**src/hw/mmct_pkg.sv**
```systemverilog
package mmct_pkg;
  // ----------------------------------------------------------------
  // Byte offsets on the management bus
  // ----------------------------------------------------------------
  localparam logic [7:0] OFS_STATUS   = 8'h02;
  localparam logic [7:0] OFS_FLAG_LN  = 8'h03;
  localparam logic [7:0] OFS_FLAG_MOD = 8'h04;
  localparam logic [7:0] OFS_PWR_CTL  = 8'h5D;
  localparam logic [7:0] OFS_CDR      = 8'h62;
  localparam logic [7:0] OFS_MASK_LN  = 8'h64;
  localparam logic [7:0] OFS_MASK_MOD = 8'h65;
  localparam logic [7:0] OFS_EQ       = 8'hEA;
  localparam logic [7:0] OFS_EMPH     = 8'hEC;
  localparam logic [7:0] OFS_AMP      = 8'hEE;

  // ----------------------------------------------------------------
  // Field positions and legal code limits
  // ----------------------------------------------------------------
  localparam int         BIT_NOT_READY = 0;
  localparam int         BIT_PDOWN     = 0;
  localparam int         BIT_AUX_FLAG  = 0;
  localparam int         BIT_INIT_FLAG = 1;
  localparam logic [3:0] EQ_MAX        = 4'hA;
  localparam logic [3:0] EMPH_MAX      = 4'h7;
  localparam logic [3:0] AMP_MAX       = 4'h3;

  // ----------------------------------------------------------------
  // Values after reset
  // ----------------------------------------------------------------
  localparam logic [7:0]  CDR_RST  = 8'hFF;
  localparam logic [15:0] CODE_RST = 16'h0000;
  localparam logic [7:0]  MASK_RST = 8'h00;
  // Pin idle levels: clock, data, select and reset high, rest low
  localparam logic [13:0] PIN_IDLE = 14'h3C00;

  // ----------------------------------------------------------------
  // Timing
  // ----------------------------------------------------------------
  localparam longint CLK_PERIOD_NS  = 10;
  localparam longint T_INIT_MS      = 2000;
  localparam longint INIT_CYC       =
    (T_INIT_MS * 1000000) / CLK_PERIOD_NS;
  localparam longint T_RST_PULSE_NS = 2000;
  // Half the pulse, so a legal pulse is seen well inside its length
  localparam logic [7:0] RST_FILT_CYC =
    8'((T_RST_PULSE_NS / CLK_PERIOD_NS) / 2);

  // ----------------------------------------------------------------
  // Serial bus engine states
  // ----------------------------------------------------------------
  typedef enum logic [8:0] {
    ST_IDLE  = 9'h001,
    ST_ADDR  = 9'h002,
    ST_ACK_A = 9'h004,
    ST_OFS   = 9'h008,
    ST_ACK_O = 9'h010,
    ST_WDAT  = 9'h020,
    ST_ACK_D = 9'h040,
    ST_RDAT  = 9'h080,
    ST_RACK  = 9'h100
  } mmct_bus_st_t;
endpackage : mmct_pkg

```
**src/hw/mmct_sync.sv**
```systemverilog
`timescale 1ns/1ns
module mmct_sync #(
  parameter int           W     = 1,
  parameter logic [W-1:0] P_RST = '1
) (
  input  wire logic         i_clk_sys,
  input  wire logic         i_srst,
  input  wire logic [W-1:0] i_d,
  output logic      [W-1:0] o_q
);
  logic [W-1:0] meta_q;

  // First stage feeds only the second
  // Reset to idle levels, so no false edge or flag follows reset
  always_ff @(posedge i_clk_sys) begin
    if (i_srst) begin
      meta_q <= P_RST;
      o_q    <= P_RST;
    end else begin
      meta_q <= i_d;
      o_q    <= meta_q;
    end
  end
endmodule : mmct_sync

```
**src/hw/mmct_top.sv**
```systemverilog
// Contract
// - One retimer enable bit per lane
// - Amplitude codes 0-3 valid, rest reserved
// - Equalization codes 0-10 dB valid
// - Emphasis codes 0-7 dB valid
// - Fully functional within 2000 ms after start
// - Reset pin low 2 us is recognized
// - Bus answers within 2000 ms of power
// - Clear not-ready bit and raise interrupt
// - Functional within 2000 ms after reset release
// - Low power pin lowers power quickly
// - Interrupt asserted within 200 ms of cause
// - Flag read clears, interrupt released quickly
// - Loss of signal flags within 100 ms
// - Transmit fault flags within 200 ms
// - Other conditions flag within 200 ms
// - Setting mask stops interrupt within 100 ms
// - Clearing mask resumes interrupt within 100 ms
// - Selected module answers bus within 100 us
// - Deselected module stops answering bus
// - Power-down bit lowers power within 100 ms
// - Clearing power-down restores function within 300 ms
`timescale 1ns/1ns
module mmct_top #(
  parameter logic [6:0]  P_DEV_ADDR = 7'h50,
  parameter logic [27:0] P_INIT_CYC = 28'(mmct_pkg::INIT_CYC)
) (
  input  wire logic        i_clk_sys,
  input  wire logic        i_srst,
  input  wire logic        i_scl,
  input  wire logic        i_sda,
  output logic             o_sda,
  output logic             o_sda_oe,
  input  wire logic        i_module_select_n,
  input  wire logic        i_module_reset_n,
  input  wire logic        i_low_power_pin,
  input  wire logic [3:0]  i_rx_los,
  input  wire logic [3:0]  i_tx_fault,
  input  wire logic        i_aux_cond,
  output logic             o_irq_n,
  output logic [3:0]       o_tx_retimer_on,
  output logic [3:0]       o_rx_retimer_on,
  output logic [15:0]      o_tx_eq_code,
  output logic [15:0]      o_rx_emph_code,
  output logic [15:0]      o_rx_amp_code,
  output logic             o_low_power
);
  import mmct_pkg::*;

  // ----------------------------------------------------------------
  // Pin synchronisers
  // ----------------------------------------------------------------
  logic [13:0]  raw_pins;
  logic [13:0]  syn_pins;
  logic         scl_s;
  logic         sda_s;
  logic         sel_n_s;
  logic         rst_n_s;
  logic         lp_s;
  logic [3:0]   los_s;
  logic [3:0]   flt_s;
  logic         aux_s;

  assign raw_pins = {i_scl, i_sda, i_module_select_n, i_module_reset_n,
                     i_low_power_pin, i_rx_los, i_tx_fault, i_aux_cond};

  mmct_sync #(.W(14), .P_RST(PIN_IDLE)) u_sync (
    .i_clk_sys (i_clk_sys),
    .i_srst    (i_srst),
    .i_d       (raw_pins),
    .o_q       (syn_pins)
  );

  assign {scl_s, sda_s, sel_n_s, rst_n_s, lp_s, los_s, flt_s, aux_s} =
    syn_pins;

  // ----------------------------------------------------------------
  // Module reset pin and initialization
  // ----------------------------------------------------------------
  logic [7:0]   rst_cnt_q;
  logic         mod_rst_q;
  logic         blk_rst;
  logic [27:0]  init_cnt_q;
  logic         ready_q;
  logic         init_evt;

  // Short glitches are filtered; release takes effect at once
  always_ff @(posedge i_clk_sys) begin
    if (i_srst) begin
      rst_cnt_q <= 8'h00;
      mod_rst_q <= 1'b1;
    end else if (rst_n_s) begin
      rst_cnt_q <= 8'h00;
      mod_rst_q <= 1'b0;
    end else if (rst_cnt_q == RST_FILT_CYC) begin
      mod_rst_q <= 1'b1;
    end else begin
      rst_cnt_q <= rst_cnt_q + 8'h01;
    end
  end

  assign blk_rst  = i_srst || mod_rst_q;
  assign init_evt = !blk_rst && !ready_q &&
                    init_cnt_q == P_INIT_CYC - 28'd1;

  always_ff @(posedge i_clk_sys) begin
    if (blk_rst) begin
      init_cnt_q <= 28'd0;
      ready_q    <= 1'b0;
    end else if (!ready_q) begin
      if (init_evt) begin
        ready_q <= 1'b1;
      end else begin
        init_cnt_q <= init_cnt_q + 28'd1;
      end
    end
  end

  // ----------------------------------------------------------------
  // Serial bus engine
  // ----------------------------------------------------------------
  mmct_bus_st_t st_q;
  logic         scl_d1_q;
  logic         sda_d1_q;
  logic [3:0]   cnt_q;
  logic [7:0]   sh_q;
  logic [7:0]   tx_q;
  logic [7:0]   ptr_q;
  logic         rw_q;
  logic         nack_q;
  logic         oe_q;
  logic         sda_o_q;
  logic         active;
  logic         scl_rise;
  logic         scl_fall;
  logic         start_c;
  logic         stop_c;
  logic         step;
  logic         wr_stb;
  logic         rd_stb;
  logic [7:0]   rd_byte;

  // Bus answers only while selected, from reset release onward
  assign active   = !sel_n_s && !mod_rst_q;
  assign scl_rise = scl_s && !scl_d1_q;
  assign scl_fall = !scl_s && scl_d1_q;
  assign start_c  = scl_s && scl_d1_q && sda_d1_q && !sda_s;
  assign stop_c   = scl_s && scl_d1_q && !sda_d1_q && sda_s;
  assign step     = active && !start_c && !stop_c && scl_fall;
  assign wr_stb   = step && st_q == ST_WDAT && cnt_q == 4'd8;
  assign rd_stb   = step && ((st_q == ST_ACK_A && rw_q) ||
                             (st_q == ST_RACK && !nack_q));

  always_ff @(posedge i_clk_sys) begin
    if (i_srst) begin
      scl_d1_q <= 1'b1;
      sda_d1_q <= 1'b1;
      sda_o_q  <= 1'b0;
    end else begin
      scl_d1_q <= scl_s;
      sda_d1_q <= sda_s;
      sda_o_q  <= 1'b0;
    end
  end

  always_ff @(posedge i_clk_sys) begin
    if (i_srst) begin
      st_q   <= ST_IDLE;
      oe_q   <= 1'b0;
      cnt_q  <= 4'd0;
      sh_q   <= 8'h00;
      tx_q   <= 8'h00;
      ptr_q  <= 8'h00;
      rw_q   <= 1'b0;
      nack_q <= 1'b0;
    end else if (!active || stop_c) begin
      st_q  <= ST_IDLE;
      oe_q  <= 1'b0;
      cnt_q <= 4'd0;
    end else if (start_c) begin
      st_q  <= ST_ADDR;
      oe_q  <= 1'b0;
      cnt_q <= 4'd0;
    end else if (scl_rise) begin
      if (st_q == ST_RACK) begin
        nack_q <= sda_s;
      end else begin
        sh_q  <= {sh_q[6:0], sda_s};
        cnt_q <= cnt_q + 4'd1;
      end
    end else if (scl_fall) begin
      unique case (st_q)
        ST_IDLE: begin
        end
        ST_ADDR: begin
          if (cnt_q == 4'd8) begin
            if (sh_q[7:1] == P_DEV_ADDR) begin
              oe_q <= 1'b1;
              rw_q <= sh_q[0];
              st_q <= ST_ACK_A;
            end else begin
              st_q <= ST_IDLE;
            end
          end
        end
        ST_ACK_A: begin
          cnt_q <= 4'd0;
          if (rw_q) begin
            tx_q  <= rd_byte;
            oe_q  <= !rd_byte[7];
            ptr_q <= ptr_q + 8'h01;
            st_q  <= ST_RDAT;
          end else begin
            oe_q <= 1'b0;
            st_q <= ST_OFS;
          end
        end
        ST_OFS: begin
          if (cnt_q == 4'd8) begin
            oe_q  <= 1'b1;
            ptr_q <= sh_q;
            st_q  <= ST_ACK_O;
          end
        end
        ST_ACK_O, ST_ACK_D: begin
          oe_q  <= 1'b0;
          cnt_q <= 4'd0;
          st_q  <= ST_WDAT;
        end
        ST_WDAT: begin
          if (cnt_q == 4'd8) begin
            oe_q  <= 1'b1;
            ptr_q <= ptr_q + 8'h01;
            st_q  <= ST_ACK_D;
          end
        end
        ST_RDAT: begin
          if (cnt_q == 4'd8) begin
            oe_q <= 1'b0;
            st_q <= ST_RACK;
          end else begin
            oe_q <= !tx_q[6];
            tx_q <= {tx_q[6:0], 1'b0};
          end
        end
        ST_RACK: begin
          if (nack_q) begin
            st_q <= ST_IDLE;
          end else begin
            cnt_q <= 4'd0;
            tx_q  <= rd_byte;
            oe_q  <= !rd_byte[7];
            ptr_q <= ptr_q + 8'h01;
            st_q  <= ST_RDAT;
          end
        end
      endcase
    end
  end

  // ----------------------------------------------------------------
  // Control registers
  // ----------------------------------------------------------------
  logic [7:0]   cdr_q;
  logic [15:0]  eq_q;
  logic [15:0]  emph_q;
  logic [15:0]  amp_q;
  logic         pdown_q;
  logic [7:0]   mask_ln_q;
  logic [1:0]   mask_mod_q;

  // Reserved nibbles leave the lane's previous code in place
  function automatic logic [7:0] keep_legal(input logic [7:0] old_v,
                                            input logic [7:0] new_v,
                                            input logic [3:0] max_v);
    logic [7:0] res;
    res = old_v;
    for (int i = 0; i < 2; i++) begin
      if (new_v[i*4 +: 4] <= max_v) begin
        res[i*4 +: 4] = new_v[i*4 +: 4];
      end
    end
    return res;
  endfunction : keep_legal

  // Lane 1 sits in the top nibble of each code word
  always_ff @(posedge i_clk_sys) begin
    if (blk_rst) begin
      cdr_q      <= CDR_RST;
      eq_q       <= CODE_RST;
      emph_q     <= CODE_RST;
      amp_q      <= CODE_RST;
      pdown_q    <= 1'b0;
      mask_ln_q  <= MASK_RST;
      mask_mod_q <= MASK_RST[1:0];
    end else if (wr_stb) begin
      case (ptr_q)
        OFS_CDR:          cdr_q <= sh_q;
        OFS_EQ:           eq_q[15:8] <= keep_legal(eq_q[15:8], sh_q,
                                                   EQ_MAX);
        OFS_EQ + 8'h01:   eq_q[7:0] <= keep_legal(eq_q[7:0], sh_q,
                                                  EQ_MAX);
        OFS_EMPH:         emph_q[15:8] <= keep_legal(emph_q[15:8],
                                                     sh_q, EMPH_MAX);
        OFS_EMPH + 8'h01: emph_q[7:0] <= keep_legal(emph_q[7:0], sh_q,
                                                    EMPH_MAX);
        OFS_AMP:          amp_q[15:8] <= keep_legal(amp_q[15:8], sh_q,
                                                    AMP_MAX);
        OFS_AMP + 8'h01:  amp_q[7:0] <= keep_legal(amp_q[7:0], sh_q,
                                                   AMP_MAX);
        OFS_PWR_CTL:      pdown_q <= sh_q[BIT_PDOWN];
        OFS_MASK_LN:      mask_ln_q <= sh_q;
        OFS_MASK_MOD:     mask_mod_q <= sh_q[1:0];
        default: begin
        end
      endcase
    end
  end

  // ----------------------------------------------------------------
  // Flags, read mux and interrupt
  // ----------------------------------------------------------------
  logic [7:0]   flag_ln_q;
  logic [1:0]   flag_mod_q;
  logic [7:0]   set_ln;
  logic [1:0]   set_mod;
  logic         clr_ln;
  logic         clr_mod;

  assign set_ln  = {flt_s, los_s};
  assign set_mod = {init_evt, aux_s};
  assign clr_ln  = rd_stb && ptr_q == OFS_FLAG_LN;
  assign clr_mod = rd_stb && ptr_q == OFS_FLAG_MOD;

  // A condition present at the clearing read keeps its flag set
  always_ff @(posedge i_clk_sys) begin
    if (blk_rst) begin
      flag_ln_q  <= 8'h00;
      flag_mod_q <= 2'b00;
    end else begin
      flag_ln_q  <= set_ln | (clr_ln ? 8'h00 : flag_ln_q);
      flag_mod_q <= set_mod | (clr_mod ? 2'b00 : flag_mod_q);
    end
  end

  always_comb begin
    case (ptr_q)
      OFS_STATUS:       rd_byte = {7'h00, !ready_q};
      OFS_FLAG_LN:      rd_byte = flag_ln_q;
      OFS_FLAG_MOD:     rd_byte = {6'h00, flag_mod_q};
      OFS_PWR_CTL:      rd_byte = {7'h00, pdown_q};
      OFS_CDR:          rd_byte = cdr_q;
      OFS_MASK_LN:      rd_byte = mask_ln_q;
      OFS_MASK_MOD:     rd_byte = {6'h00, mask_mod_q};
      OFS_EQ:           rd_byte = eq_q[15:8];
      OFS_EQ + 8'h01:   rd_byte = eq_q[7:0];
      OFS_EMPH:         rd_byte = emph_q[15:8];
      OFS_EMPH + 8'h01: rd_byte = emph_q[7:0];
      OFS_AMP:          rd_byte = amp_q[15:8];
      OFS_AMP + 8'h01:  rd_byte = amp_q[7:0];
      default:          rd_byte = 8'h00;
    endcase
  end

  // ----------------------------------------------------------------
  // Registered outputs
  // ----------------------------------------------------------------
  always_ff @(posedge i_clk_sys) begin
    if (blk_rst) begin
      o_irq_n     <= 1'b1;
      o_low_power <= 1'b0;
    end else begin
      o_irq_n     <= !(|(flag_ln_q & ~mask_ln_q) ||
                       |(flag_mod_q & ~mask_mod_q));
      o_low_power <= lp_s || pdown_q;
    end
  end

  always_ff @(posedge i_clk_sys) begin
    o_tx_retimer_on <= cdr_q[7:4];
    o_rx_retimer_on <= cdr_q[3:0];
    o_tx_eq_code    <= eq_q;
    o_rx_emph_code  <= emph_q;
    o_rx_amp_code   <= amp_q;
  end

  assign o_sda    = sda_o_q;
  assign o_sda_oe = oe_q;
endmodule : mmct_top

```
**config.mk**
```make
export PLATFORM = sky130hd
export DESIGN_NAME = mmct_top
export DESIGN_NICKNAME = d
export VERILOG_FILES = /design/src/hw/mmct_pkg.sv /design/src/hw/mmct_sync.sv /design/src/hw/mmct_top.sv
export SDC_FILE = /design/constraint.sdc
export NUM_CORES = 1
export LEC_CHECK = 0
export BUFFER_PORTS_ARGS = -buffer_cell sky130_fd_sc_hd__buf_2
export CAP_MARGIN = 15
export CORE_MARGIN = 5
export CORE_UTILIZATION = 40
export CTS_CLUSTER_SIZE = 10
export DETAILED_ROUTE_END_ITERATION = 10
export GPL_ROUTABILITY_DRIVEN = 0
export HOLD_SLACK_MARGIN = 0.03
export PLACE_DENSITY_LB_ADDON = 0.08
export SETUP_SLACK_MARGIN = 0.05
export SYNTH_ARGS = -nofsm -noshare
export SYNTH_HDL_FRONTEND = slang
export SYNTH_SLANG_ARGS = --single-unit
```
**constraint.sdc**
```tcl
create_clock -name i_clk_sys -period 2.75 [get_ports i_clk_sys]
set_input_delay 0.275 -clock i_clk_sys [delete_from_list [all_inputs] [get_ports i_clk_sys]]
set_output_delay 0.275 -clock i_clk_sys [all_outputs]
set_load 0.005 [all_outputs]
```
==> impl_metrics.csv <==
group,metric,value,unit
routing,dr_wl_met2,11.5,mm
worst_setup_path,start_kind,"flop",
sta,drv_slew,0,
routing,avgRoutedWirePerCell,17.8,µm
clocking,post_cts_buffers,0,
die,die_h,165,µm
sta,hold_viol,0,
worst_setup_path,worstPathMaxFanout,12,
clocking,clk_path_buf_depth,3,
clocking,ctsRootBufferMaster,"clkbuf_16",
die,core,23500,µm²
logic_synthesis,ys.warnings.count,0,
die,io_pins,76,
routing,drt-total-wl,25.8,mm
sta,setup_tns,0,ns
clocking,htree_levels,1,
global_routing,grt_max_degree,53,
routing,top_layer_used,"met4",
die,die_area,27100,µm²
logic_synthesis,syn-num-nets,1049,
worst_setup_path,endpoint_kind,"flop",
routing,drtPass1Iterations,7,
routing,drc,0,
logic_synthesis,synth_edf_count,0,
global_routing,grtUsageTotal,19.3,%
cells_and_area,syn2layout_area_growth,18.2,%
place,port_buffers,74,
worst_setup_path,crit_required,3.17,ns
sta,fmax,0.414,GHz
hold_path,worstHoldPathType,"input pin to flop",
die,initial_core_util,40.7,%
power,max-vdd-ir-drop,0.447,mV
worst_setup_path,worstPathCellList,"nor2_1 -> o21a_1 -> a2111oi_1 -> a211o_1 -> a21oi_1 -> a211o_1",
cells_and_area,finalCoreUtilization,48.1,%
global_routing,antenna_found_initial,0,
worst_setup_path,max_stage_delay,0.61,ns
cells_and_area,final_nets,1150,
global_routing,grt_pass1_vias,7324,
logic_synthesis,synthArstFlopShare,0,%
worst_setup_path,critPathKind,"flop to flop",
die,fp-row-count,56,
cells_and_area,drive_gt1_share,16.0,%
die,die_w,165,µm
sta,tightest_slew,0.881,ns
routing,vias,7553,
global_routing,grt_pass1_wl,41.5,mm
routing,met1_length,12.1,mm
logic_synthesis,ys_ff_latch,242,
sta,grt_setup_unrepaired,"false",
sta,relSlewSlack,40.8,%
clocking,tritoncts,"yes",
worst_setup_path,cp_slowest_cell,"dfxtp_1",
cells_and_area,final_cell_count_no_fill,1448,
sta,layout_min_cycle_time,2.41,ns
logic_synthesis,yosysSeqAreaShare,50.6,%
flow_run,maxCapViolations,0,
cells_and_area,antenna_cells,0,
logic_synthesis,ys_types,79,
logic_synthesis,synth_ff_type,"dfxtp_1",
place,place_hpwl,18.4,mm
clocking,clk_latency,0.56,ns
worst_setup_path,cp_common_cell,"a211o_1",
sta,setup_violations,0,
routing,drt-initial-drc-count,469,
place,dp.cells,1400,
logic_synthesis,syn_area,9570,µm²
cells_and_area,num-fill-cells,2311,
clocking,cts_buffers,28,
routing,dr_wl_met3,1.77,mm
clocking,clk_pin_slew,0.06,ns
routing,ant_nets,0,
sta,finalClockSkew,0.0350,ns
clocking,clock_sinks,242,
power,cellLeakagePower,0.00432,µW
outcome,status,"finished clean",
worst_setup_path,rrSetupSlack,0.34,ns
routing,vias_per_cell,5.22,
logic_synthesis,synth_area_per_cell,9.35,µm²
power,p_per_area,606,nW/µm²
global_routing,grt_overflow,0,
logic_synthesis,synthCells,1024,
worst_setup_path,critical_path_arrival,2.84,ns
sta,min_period_over_period,87.7,%
==> where the power goes <==
group | switching, µW | internal [µW]
clock network | 1350 | 1840
logic | 71.9 | 52.4
registers | 13.4 | 3540
total | 1440 | 5430
==> cells by family (layout without fill, tap and decap cells) <==
group	Yosys count	after routing	synth area share (%)
AOI/OAI and AO/OA	151	151	10.4
xor gates and xnor gates	38	38	3.48
adders and majority gates	9	9	1.18
buffers and inverters	86	191	3.70
DFF	242	242	50.6
muxes	69	69	7.23
other	1	1	0.0392
and+or+nand+nor	428	428	23.4
==> registers in the layout, summed over array words and instances (netlist names), 4 cells and up <==
register	cells
st_q	9
u_sync.o_q	14
rst_cnt_q	8
emph_q	16
o_tx_retimer_on	4
o_rx_amp_code	16
o_tx_eq_code	16
flag_ln_q	8
init_cnt_q	28
o_rx_emph_code	16
u_sync.meta_q	14
sh_q	8
amp_q	16
eq_q	16
mask_ln_q	8
ptr_q	8
tx_q	7
o_rx_retimer_on	4
cnt_q	4
cdr_q	8
==> cells in the final DEF (no fill, tap or decap), types with 15 or more instances in the layout <==
cell type	synthesis	layout
dfxtp_1	242	242
nor2_1	141	141
nand2_1	74	74
buf_2	4	74
mux2i_1	68	68
a21oi_1	40	40
buf_4	3	39
nand3_1	34	34
inv_1	29	29
nor2b_1	29	29
clkbuf_16	0	28
nor3_1	24	24
xnor2_1	23	23
o21ai_0	23	23
a22oi_1	18	18
and3_1	16	16
xor2_1	15	15
==> repair_timing <==
| action | 4_1_cts | 5_1_grt |
|---|---|---|
| setup endpoints to repair | 0 | 4 |
| endpoints found under the hold margin | 14 | 0 |
| gates resized for setup | 0 | 2 |
| hold buffers | 14 | 0 |
==> through the flow <==
step	setup slack, ns	cell area [µm²]	total power [µW]	hold slack, ns
final	0.337	11300	6860	0.120
after global routing	0.123	11300	7140	0.123
after CTS	0.139	11300	6970	0.0944
after detailed placement	0.184	10400	3730	0.366
after global placement	0.168	10400	3730	0.366
after floorplan	0.526	9570	3690	0.342
==> worst max-delay path, delay by kind of cell, from the launching register on <==
family,cells,cell delay (ns)
flip-flops,1,0.61
AND/OR/NAND/NOR,1,0.17
AO/OA/AOI/OAI,5,1.52
==> worst paths after layout <==
path                            depth (start not counted)                 to       from
worst max-delay path                                    6            tx_q[3]   ptr_q[7]
worst min-delay path                                    2           sda_d1_q     i_srst
worst max register to register                          6            tx_q[3]   ptr_q[7]
worst min register to register                          0  o_rx_amp_code[12]  amp_q[12]
==> synthesized netlist by cell type, drive strengths merged, types with 10 or more instances <==
master / n / area, µm²
a21oi: 41 / 209
a22oi: 18 / 135
and3: 16 / 100
buf: 10 / 68.8
clkbuf: 47 / 176
dfxtp: 242 / 4840
inv: 29 / 109
mux2i: 68 / 681
nand2: 74 / 278
nand3: 34 / 170
nand4: 13 / 81.3
nor2: 143 / 547
nor2b: 29 / 181
nor3: 29 / 176
nor4: 10 / 83.8
o21ai: 31 / 159
or2: 15 / 93.9
or3: 14 / 87.6
xnor2: 23 / 201
xor2: 15 / 131
==> metal layers <==
| metal | GRT usage, % | up-vias |
|---|---|---|
| met2 | 29.9 | 238 |
| met4 | 5.14 | 0 |
| met5 | 0 | - |
| met3 | 3.57 | 34 |
| met1 | 27.7 | 3522 |
| li1 | - | 3759 |
==> cell type report <==
| class | instances | area, µm² | share of cell area, % |
|---|---|---|---|
| Timing Repair Buffer | 128 | 823 | 7.27 |
| Tap cell | 319 | 399 | 3.53 |
| Multi-Input combinational cell | 696 | 4380 | 38.7 |
| Clock inverter | 2 | 35.0 | 0.310 |
| Sequential cell | 242 | 4840 | 42.8 |
| Inverter | 29 | 109 | 0.962 |
| Clock buffer | 32 | 726 | 6.41 |
No activity file was read; power rests on OpenSTA's default activity.
